===== src/common/ric_pkg.sv =====
// package for the reset and interrupt controller
package ric_pkg;

	// register map (byte addresses, one word each)
	localparam logic [11:0] MISC_CTRL_OFS   = 12'h00c;
	localparam logic [11:0] CORE_IF_OFS     = 12'h010;
	localparam logic [11:0] STATUS_OFS      = 12'h014;

	// misc_interrupt_reset_control field positions
	localparam int KEYPAD_MASTER_EN_BIT   = 7;
	localparam int KEYPAD_CLR_BIT         = 6;
	localparam int TRIGGER_EDGE_BIT       = 5;
	localparam int EXT_INT_EN_BIT         = 4;
	localparam int SUPPLY_DROP_EN_BIT     = 3;
	localparam int SLOW_CLOCK_SEL_BIT     = 2;
	localparam int SECOND_CLR_BIT         = 1;
	localparam int SECOND_EN_BIT          = 0;
	localparam logic [7:0] MISC_CTRL_RESET = 8'h10;
	// write-only bits always read zero
	localparam logic [7:0] MISC_CTRL_RMASK = 8'hbd;

	// core interface register fields
	localparam int GLOBAL_MASK_BIT  = 0;
	localparam int TRAP_REQ_BIT     = 1;
	localparam int INT_ACK_BIT      = 2;
	localparam int TRAP_RETURN_BIT  = 3;
	localparam int TIMER_MASK_BIT   = 4;

	// vector addresses (high byte of each pair)
	localparam logic [15:0] VEC_RESET   = 16'h1ffe;
	localparam logic [15:0] VEC_TRAP    = 16'h1ffc;
	localparam logic [15:0] VEC_EXT1    = 16'h1ffa;
	localparam logic [15:0] VEC_EXT2    = 16'h1ff8;
	localparam logic [15:0] VEC_TIMER   = 16'h1ff6;
	localparam logic [15:0] VEC_KEYPAD  = 16'h1ff4;

	// power-up settle count in bus cycles (plain default)
	localparam int POWER_UP_SETTLE_COUNT = 4064;
	// minimum external reset low, tenths of an instruction cycle
	localparam int EXT_RESET_MIN_TENTHS = 15;

	// service source; SRC_EXT1 to SRC_KEYPAD in priority order, trap picked below them
	typedef enum logic [2:0] {
		SRC_NONE,
		SRC_RESET,
		SRC_TRAP,
		SRC_EXT1,
		SRC_EXT2,
		SRC_TIMER,
		SRC_KEYPAD
	} ric_src_t;

	// request toward the core
	typedef struct packed {
		logic        valid;
		ric_src_t    src;
		logic [15:0] vector;
	} ric_req_t;

endpackage : ric_pkg


===== src/ric_sync.sv =====
// three-stage pin synchroniser with agreement filter
`timescale 1ns/10ps
`default_nettype none
module ric_sync #(
	parameter logic RESET_VAL = 1'b1
) (
	input  wire logic clk,
	input  wire logic srst,
	input  wire logic pin_in,
	output var  logic level_out
);
	logic [2:0] stage_q;
	logic       level_q;

	// shift the pin through three flops
	always_ff @(posedge clk) begin
		if (srst) begin
			stage_q <= {3{RESET_VAL}};
		end else begin
			stage_q <= {stage_q[1:0], pin_in};
		end
	end

	// accept a change once stages two and three agree
	always_ff @(posedge clk) begin
		if (srst) begin
			level_q <= RESET_VAL;
		end else if (stage_q[1] == stage_q[2]) begin
			level_q <= stage_q[2];
		end
	end

	assign level_out = level_q;
endmodule : ric_sync
`default_nettype wire


===== src/ric_top.sv =====
// reset and interrupt controller with apb registers
`timescale 1ns/10ps
`default_nettype none
module ric_top
	import ric_pkg::*;
#(
	parameter int SETTLE_COUNT = POWER_UP_SETTLE_COUNT
) (
	input  wire logic             clk,
	input  wire logic             srst,
	// apb slave
	input  wire logic             psel,
	input  wire logic             penable,
	input  wire logic             pwrite,
	input  wire logic [11:0]      paddr,
	input  wire logic [31:0]      pwdata,
	output var  logic [31:0]      prdata,
	output var  logic             pready,
	output var  logic             pslverr,
	// reset pin as three signals: input and drive level active low, output enable active high
	input  wire logic             reset_pin_in_n,
	output var  logic             reset_pin_out_n,
	output var  logic             reset_pin_oe,
	// sources
	input  wire logic             supply_drop_reset,
	input  wire logic             ext_int_pin_n,
	input  wire logic             port_d_bit_six,
	input  wire logic             timer_overflow_flag,
	input  wire logic             keypad_interrupt,
	// core side
	input  wire logic             instr_boundary,
	output var  logic             core_reset,
	output var  ric_pkg::ric_req_t core_req,
	output var  logic             keypad_latch_clear,
	output var  logic             slow_clock_select
);
	import ric_pkg::*;

	// refuse a settle count the counter cannot serve
	if (SETTLE_COUNT < 1) begin : g_bad_settle
		$error("settle count must be positive");
	end

	localparam int CW = $clog2(SETTLE_COUNT + 1);

	logic          rst_pin_n;
	logic          ext_pin_n;
	logic          d6_pin_n;
	logic [CW-1:0] settle_q;
	logic          settling_q;
	logic          core_reset_q;
	logic          drive_low_q;
	logic [7:0]    misc_q;
	logic          gmask_q;
	logic          tmask_q;
	logic          trap_pend_q;
	logic          ext1_latch_q;
	logic          ext2_latch_q;
	logic          ext1_prev_q;
	logic          ext2_prev_q;
	logic          keypad_latch_q;
	logic          kclr_q;
	ric_req_t      req_q;
	logic [31:0]   prdata_q;
	logic          pready_q;
	logic          pslverr_q;

	// pin synchronisers
	ric_sync #(.RESET_VAL(1'b1)) u_sync_rst (
		.clk       (clk),
		.srst      (srst),
		.pin_in    (reset_pin_in_n),
		.level_out (rst_pin_n)
	);
	ric_sync #(.RESET_VAL(1'b1)) u_sync_ext1 (
		.clk       (clk),
		.srst      (srst),
		.pin_in    (ext_int_pin_n),
		.level_out (ext_pin_n)
	);
	ric_sync #(.RESET_VAL(1'b1)) u_sync_ext2 (
		.clk       (clk),
		.srst      (srst),
		.pin_in    (port_d_bit_six),
		.level_out (d6_pin_n)
	);

	// apb decode
	wire apb_setup  = psel && !penable;
	wire apb_wr     = psel && penable && pwrite && pready_q;
	wire hit_misc   = (paddr == MISC_CTRL_OFS);
	wire hit_core   = (paddr == CORE_IF_OFS);
	wire hit_status = (paddr == STATUS_OFS);
	wire hit_any    = hit_misc || hit_core || hit_status;
	wire wr_misc    = apb_wr && hit_misc;
	wire wr_core    = apb_wr && hit_core;

	// reset merge: power-up settle, pin, enabled supply drop
	wire drop_rst   = supply_drop_reset
		&& misc_q[SUPPLY_DROP_EN_BIT];
	wire any_reset  = settling_q || !rst_pin_n || drop_rst;

	// power-up settle counter, starts on srst release
	always_ff @(posedge clk) begin
		if (srst) begin
			settle_q   <= '0;
			settling_q <= 1'b1;
		end else if (settling_q) begin
			settle_q   <= settle_q + CW'(1);
			settling_q <= (settle_q != CW'(SETTLE_COUNT - 1));
		end
	end

	// registered reset and pin drive
	always_ff @(posedge clk) begin
		if (srst) begin
			core_reset_q <= 1'b1;
			drive_low_q  <= 1'b1;
		end else begin
			core_reset_q <= any_reset;
			drive_low_q  <= settling_q;
		end
	end

	// edge detectors on filtered pins
	wire ext1_fall  = ext1_prev_q && !ext_pin_n;
	wire ext2_fall  = ext2_prev_q && !d6_pin_n;
	wire edge_mode  = misc_q[TRIGGER_EDGE_BIT];
	wire ext1_en    = misc_q[EXT_INT_EN_BIT];
	wire ext2_en    = misc_q[SECOND_EN_BIT];

	// first external request: level tracks pin, edge uses latch
	wire ext1_req   = ext1_en && (edge_mode ? ext1_latch_q
		: !ext_pin_n);
	wire ext2_req   = ext2_en && ext2_latch_q;
	wire timer_req  = timer_overflow_flag && !tmask_q;
	wire key_req    = misc_q[KEYPAD_MASTER_EN_BIT]
		&& keypad_latch_q;
	wire hw_any     = ext1_req || ext2_req || timer_req || key_req;

	// core control writes
	wire ack_w      = wr_core && pwdata[INT_ACK_BIT];
	wire ret_w      = wr_core && pwdata[TRAP_RETURN_BIT];
	wire trap_w     = wr_core && pwdata[TRAP_REQ_BIT];

	// priority pick when an instruction completes
	ric_src_t pick_src;
	logic [15:0] pick_vec;
	always_comb begin
		pick_src = SRC_NONE;
		pick_vec = VEC_RESET;
		if (!gmask_q && hw_any) begin
			if (ext1_req) begin
				pick_src = SRC_EXT1;
				pick_vec = VEC_EXT1;
			end else if (ext2_req) begin
				pick_src = SRC_EXT2;
				pick_vec = VEC_EXT2;
			end else if (timer_req) begin
				pick_src = SRC_TIMER;
				pick_vec = VEC_TIMER;
			end else begin
				pick_src = SRC_KEYPAD;
				pick_vec = VEC_KEYPAD;
			end
		end else if (trap_pend_q) begin
			pick_src = SRC_TRAP;
			pick_vec = VEC_TRAP;
		end
	end

	// trap pending: taken regardless of mask
	wire trap_taken = instr_boundary && !req_q.valid
		&& (pick_src == SRC_TRAP);

	always_ff @(posedge clk) begin
		if (srst || core_reset_q) begin
			trap_pend_q <= 1'b0;
		end else if (trap_w) begin
			trap_pend_q <= 1'b1;
		end else if (trap_taken) begin
			trap_pend_q <= 1'b0;
		end
	end

	// request issue: at instruction boundary, reset request on reset
	always_ff @(posedge clk) begin
		if (srst || core_reset_q) begin
			req_q <= '{valid: 1'b1, src: SRC_RESET,
				vector: VEC_RESET};
		end else if (req_q.valid) begin
			if (ack_w) begin
				req_q <= '{valid: 1'b0, src: SRC_NONE,
					vector: VEC_RESET};
			end
		end else if (instr_boundary && pick_src != SRC_NONE) begin
			req_q <= '{valid: 1'b1, src: pick_src,
				vector: pick_vec};
		end
	end

	// global and timer masks
	always_ff @(posedge clk) begin
		if (srst || core_reset_q) begin
			gmask_q <= 1'b1;
			tmask_q <= 1'b1;
		end else if (wr_core) begin
			gmask_q <= pwdata[GLOBAL_MASK_BIT] || ack_w;
			tmask_q <= pwdata[TIMER_MASK_BIT];
		end else if (instr_boundary && !req_q.valid
			&& pick_src != SRC_NONE) begin
			gmask_q <= 1'b1;
		end
	end

	// acknowledge of an external source clears its latch
	wire ack_ext1 = ack_w && req_q.src == SRC_EXT1;
	wire clr2     = (wr_misc && pwdata[SECOND_CLR_BIT])
		|| (ack_w && req_q.src == SRC_EXT2);

	// edge latches; a set in the clear cycle wins
	always_ff @(posedge clk) begin
		if (srst || core_reset_q) begin
			ext1_latch_q   <= 1'b0;
			ext2_latch_q   <= 1'b0;
			keypad_latch_q <= 1'b0;
			ext1_prev_q    <= 1'b1;
			ext2_prev_q    <= 1'b1;
		end else begin
			ext1_prev_q    <= ext_pin_n;
			ext2_prev_q    <= d6_pin_n;
			ext1_latch_q   <= (ext1_fall && edge_mode && ext1_en)
				|| (ext1_latch_q && !ack_ext1);
			ext2_latch_q   <= (ext2_fall && ext2_en)
				|| (ext2_latch_q && !clr2);
			keypad_latch_q <= keypad_interrupt
				|| (keypad_latch_q && !(wr_misc
				&& pwdata[KEYPAD_CLR_BIT]));
		end
	end

	// misc control register; clear bits stay zero
	// supply drop enable survives its own reset so a drop holds reset
	always_ff @(posedge clk) begin
		if (srst) begin
			misc_q <= MISC_CTRL_RESET;
			kclr_q <= 1'b0;
		end else if (core_reset_q) begin
			misc_q <= MISC_CTRL_RESET;
			misc_q[SUPPLY_DROP_EN_BIT] <= misc_q[SUPPLY_DROP_EN_BIT];
			kclr_q <= 1'b0;
		end else begin
			kclr_q <= wr_misc && pwdata[KEYPAD_CLR_BIT];
			if (wr_misc) begin
				misc_q <= pwdata[7:0] & MISC_CTRL_RMASK;
			end
		end
	end

	// read mux
	wire [31:0] rd_mux =
		hit_misc ? {24'h000000, misc_q & MISC_CTRL_RMASK} :
		hit_core ? {27'h0, tmask_q, 2'b00, trap_pend_q, gmask_q} :
		hit_status ? {21'h0, req_q.vector[10:0]} ^
			{21'h0, 11'h000} | {24'h0, ext1_latch_q, ext2_latch_q,
			keypad_latch_q, hw_any, 1'b0, req_q.src} :
		32'h00000000;

	// apb answer: no wait state, error on unmapped
	always_ff @(posedge clk) begin
		if (srst) begin
			pready_q  <= 1'b0;
			prdata_q  <= '0;
			pslverr_q <= 1'b0;
		end else begin
			pready_q  <= apb_setup;
			pslverr_q <= apb_setup && !hit_any;
			if (apb_setup && !pwrite) begin
				prdata_q <= rd_mux;
			end
		end
	end

	// outputs from flops, pin drive level tied low
	assign prdata             = prdata_q;
	assign pready             = pready_q;
	assign pslverr            = pslverr_q;
	assign reset_pin_out_n    = 1'b0;
	assign reset_pin_oe       = drive_low_q;
	assign core_reset         = core_reset_q;
	assign core_req           = req_q;
	assign keypad_latch_clear = kclr_q;
	assign slow_clock_select  = misc_q[SLOW_CLOCK_SEL_BIT];
endmodule : ric_top
`default_nettype wire


===== config.mk =====
export PLATFORM = sky130hd
export DESIGN_NAME = ric_top
export DESIGN_NICKNAME = d
export VERILOG_FILES = /design/src/common/ric_pkg.sv /design/src/ric_sync.sv /design/src/ric_top.sv
export SDC_FILE = /design/constraint.sdc
export NUM_CORES = 1
export LEC_CHECK = 0
export ABC_AREA = 0
export BUFFER_PORTS_ARGS = -buffer_cell sky130_fd_sc_hd__buf_2
export CAP_MARGIN = 0
export CORE_MARGIN = 10
export CORE_UTILIZATION = 51
export DETAILED_ROUTE_END_ITERATION = 10
export PLACE_DENSITY_LB_ADDON = 0.25
export SKIP_CTS_REPAIR_TIMING = 1
export SYNTH_ARGS = -nofsm -noshare
export SYNTH_HDL_FRONTEND = slang
export SYNTH_SLANG_ARGS = --single-unit
export TNS_END_PERCENT = 30

===== constraint.sdc =====
create_clock -name clk -period 3.6 [get_ports clk]
set_input_delay 0.72 -clock clk [delete_from_list [all_inputs] [get_ports clk]]
set_output_delay 0.72 -clock clk [all_outputs]
set_load 0.01 [all_outputs]

==> implementation parameters <==
Parameter                              Value

Status
  Result of the run    completed

Setup path
  Worst Path Arrival    approximately 2.2 ns
  Critical path required time    between 3 and 4 ns
  Largest stage delay on the critical path    about 0.51 ns
  Cell-by-cell trace of the critical path    buf_2, nor4_4, nand3_1, nor4_1, mux2i_1, nor2_1
  Crit Path Class    in2reg
  Worst Setup Start Kind    primary input
  Cell with the largest stage delay on the worst path    sky130_fd_sc_hd__nor4_1
  Endpoint type of the worst setup path    flip-flop
  Max FO, Critical Path    5

Yosys
  Number of enable-type register cells in the synthesized netlist    0
  Cells after Synth    314
  Yosys reg bits    between 60 and 70
  Mean post-synth cell area    8.83 um2
  Netlist Area Pre-Place    2770 um2
  Sequential area share after synthesis    0.441
  Dominant register cell in the synthesized netlist    sky130_fd_sc_hd__dfxtp_1
  Total number of yosys warnings    0
  Ys async rst share    0
  Number of distinct library cell variants in the gate-level netlist after synthesis    52

Timing
  Worst-margin pin slew    0.694 ns
  Setup repair after global routing missed its margin    false
  Period Utilization, post-route    0.564
  Max Clock Skew    a little over 0.009 ns
  Worst Hold Slack    roughly 0.4 ns
  Final sum of negative setup slack    0 ns
  Slew Limit Fails    0
  Hold Fails Final Rpt    0
  Min cycle time layout    slightly above 2 ns
  Setup violation total in the final timing report    0
  Relative slew slack    0.536
  Highest clock frequency the design can meet    roughly 500 MHz

Routing
  Drt drc    0
  DRT Pass-1 Iters    4
  Vias per cell    approximately 5
  Wirelength, routed    ~6600 um
  Starting DRT DRC Count    between 100 and 150
  Via Count    between 2000 and 2500
  Antenna-violating nets left    0
  Detailed-route wire length per cell    14.8 um

Clock tree
  CTS clock-pin slew for the worst setup and hold paths    roughly 0.070 ns
  CTS Buf Count    9
  Clock buffer depth    2
  TritonCTS clock tree    done
  Total clock sinks    just over 60
  Clock root buffer    sky130_fd_sc_hd__clkbuf_8
  Later-pin clock latency in the skew report    around 0.33 ns
  H-tree depth reported by CTS    3

Floorplanning
  Floorplan die height    between 90 and 100 um
  Initial Util    0.536
  Core area    roughly 5200 um2
  Count of standard-cell rows    26
  Floorplan die area    approximately 8800 um2
  Overall die width    93.7 um
  Boundary pin count    about 120

Power
  Final Power    roughly 1.5 mW
  Total power density per cell area    between 400 and 500 nW/um2
  Net Switching    ~0.31 mW
  Flop pwr share    0.477
  Share of power burned in combinational logic    0.052
  Total internal power    ~1.1 mW
  Worst vdd ir    approximately 380 uV
  Leakage    roughly 1.3 nW
  Switching fraction of total power    0.214
  Share of power burned in the clock network    0.471

Finish
  Final Core Density    0.617
  Filler cells    485
  Relative area change from synthesis to final layout    15.1%
  Filler-free cell count of the finished design    443
  Area used by multi-input combinational logic    between 1000 and 1500 um2
  Number of antenna diodes    0
  Fin nets    roughly 430
  Share of final-layout standard cells stronger than drive strength 1    0.268
  Area used by sequential logic in the layout    ~1200 um2

GRT
  Vias in the first global route    ~2200
  Antenna violations before repair    0
  GRT overflow    0
  Global-route wire length before repair    10400 um
  Tot GR Track Use    0.149
  Largest net degree at the start of global routing    42

Placement
  Number of input and output port buffers inserted    64
  Count of placed standard cells including taps    around 430
  Final GP Congestion    approximately 0.86
  Placed wire-length estimate after detailed placement    approximately 5000 um

Min path
  Worst Hold Class    reg2reg

Flow run
  # Max-Cap Violations    0
-- cell families (layout without fill, tap and decap cells) --
| logic type | Yosys count | in the layout | share of synthesized area |
|---|---|---|---|
| simple gates | 128 | 128 | 0.238 |
| flops | 61 | 61 | 0.441 |
| compound gates | 52 | 52 | 0.127 |
| buf+inv | 51 | 85 | 0.120 |
| xor+xnor | 10 | 10 | 0.0316 |
| mux | 10 | 10 | 0.0366 |
| fa+ha+maj | 1 | 1 | 0.00451 |
| other cells | 1 | 26 | 0.00135 |
-- worst max-delay path, delay by kind of cell --
family	cells	cell delay, ns
buffers and inverters	1	0.11
multiplexers	1	0.24
AND/OR/NAND/NOR	4	1.16
-- cell usage in the layout (no fill, tap or decap), types with 4 or more instances in the layout --
cell type,synthesis,layout
sky130_fd_sc_hd__or3_1,6,6
sky130_fd_sc_hd__nor3_1,7,7
sky130_fd_sc_hd__nand2b_1,5,5
sky130_fd_sc_hd__dfxtp_1,61,61
sky130_fd_sc_hd__clkbuf_8,0,11
sky130_fd_sc_hd__conb_1,1,26
sky130_fd_sc_hd__or2_2,12,12
sky130_fd_sc_hd__buf_2,4,64
sky130_fd_sc_hd__a21oi_1,15,15
sky130_fd_sc_hd__nor2_1,41,41
sky130_fd_sc_hd__o21ai_0,8,8
sky130_fd_sc_hd__nand4_1,11,11
sky130_fd_sc_hd__nand2_1,21,21
sky130_fd_sc_hd__inv_1,4,4
sky130_fd_sc_hd__xor2_1,8,8
sky130_fd_sc_hd__and3_1,5,5
sky130_fd_sc_hd__mux2i_1,9,9
sky130_fd_sc_hd__nand3_1,8,8
-- power by group through the flow --
stage               clock network [mW]  logic [mW]  registers [mW]
floorplan                            0      0.0616           0.708
global placement                     0      0.0733           0.707
detailed placement                   0      0.0742           0.707
CTS                              0.697      0.0744           0.692
global route                     0.732      0.0844           0.693
finish                           0.683      0.0751           0.692
-- state kept, by name, summed over array words and instances (netlist names), 3 cells and up --
name and flops:
core_req 8, u_sync_ext2.stage_q 3, settle_q 12, u_sync_ext1.stage_q 3, misc_q 6, u_sync_rst.stage_q 3
prdata 9
-- cell usage after synthesis, types with 2 or more instances --
master / n / share of area
sky130_fd_sc_hd__o21bai_1: 3 / 0.0081
sky130_fd_sc_hd__nand4_1: 11 / 0.025
sky130_fd_sc_hd__nand2_1: 21 / 0.028
sky130_fd_sc_hd__o21a_1: 2 / 0.0054
sky130_fd_sc_hd__a221oi_1: 2 / 0.0063
sky130_fd_sc_hd__inv_1: 4 / 0.0054
sky130_fd_sc_hd__nor2_1: 41 / 0.056
sky130_fd_sc_hd__and4_1: 2 / 0.0063
sky130_fd_sc_hd__xor2_1: 8 / 0.025
sky130_fd_sc_hd__a31o_2: 2 / 0.0063
sky130_fd_sc_hd__or2_2: 12 / 0.027
sky130_fd_sc_hd__nor3_1: 7 / 0.013
sky130_fd_sc_hd__clkbuf_1: 6 / 0.0081
sky130_fd_sc_hd__and3_1: 5 / 0.011
sky130_fd_sc_hd__dfxtp_1: 61 / 0.44
sky130_fd_sc_hd__buf_2: 4 / 0.0072
sky130_fd_sc_hd__o31ai_1: 2 / 0.0054
sky130_fd_sc_hd__o211ai_1: 3 / 0.0081
sky130_fd_sc_hd__or3_1: 6 / 0.014
sky130_fd_sc_hd__buf_4: 36 / 0.098
sky130_fd_sc_hd__nand3_1: 8 / 0.014
sky130_fd_sc_hd__o21ai_0: 8 / 0.014
sky130_fd_sc_hd__nand2b_1: 5 / 0.011
sky130_fd_sc_hd__mux2i_1: 9 / 0.033
sky130_fd_sc_hd__a211oi_1: 3 / 0.0081
sky130_fd_sc_hd__a21oi_1: 15 / 0.027
sky130_fd_sc_hd__and3b_1: 2 / 0.0063
sky130_fd_sc_hd__xnor2_1: 2 / 0.0063
-- per-layer routing --
layer,track usage,vias up,routed length [um]
met5,0,-,0
li1,-,1143,-
met4,0.0734,0,99
met3,0.0560,7,618
met2,0.246,91,3160
met1,0.166,1036,2690
-- final timing paths --
path | start | to | slack [ns] | depth (start not counted)
setup / recovery | paddr[9] | misc_q[3] | 1.57 | 6
hold / removal | u_sync_rst.level_out | core_reset | 0.40 | 1
setup reg to reg | misc_q[5] | core_req[17] | 1.97 | 4
hold reg to reg | u_sync_rst.level_out | core_reset | 0.40 | 1
-- layout make-up --
class / instances / area share
clock buffer: 12 / 0.0486
sequential: 61 / 0.383
timing repair buffer: 65 / 0.103
clock inverter: 4 / 0.0220
inverter: 4 / 0.00471
multi-input combinational: 227 / 0.412
tap: 70 / 0.0275
-- through the flow --
stage	setup slack [ns]	instance area, um2
after floorplan	1.65	2870
after global placement	1.29	2960
after detailed placement	1.23	2960
after CTS	1.58	3190
after global routing	1.45	3190
final	1.57	3190
No activity file was read; power rests on OpenSTA's default activity.
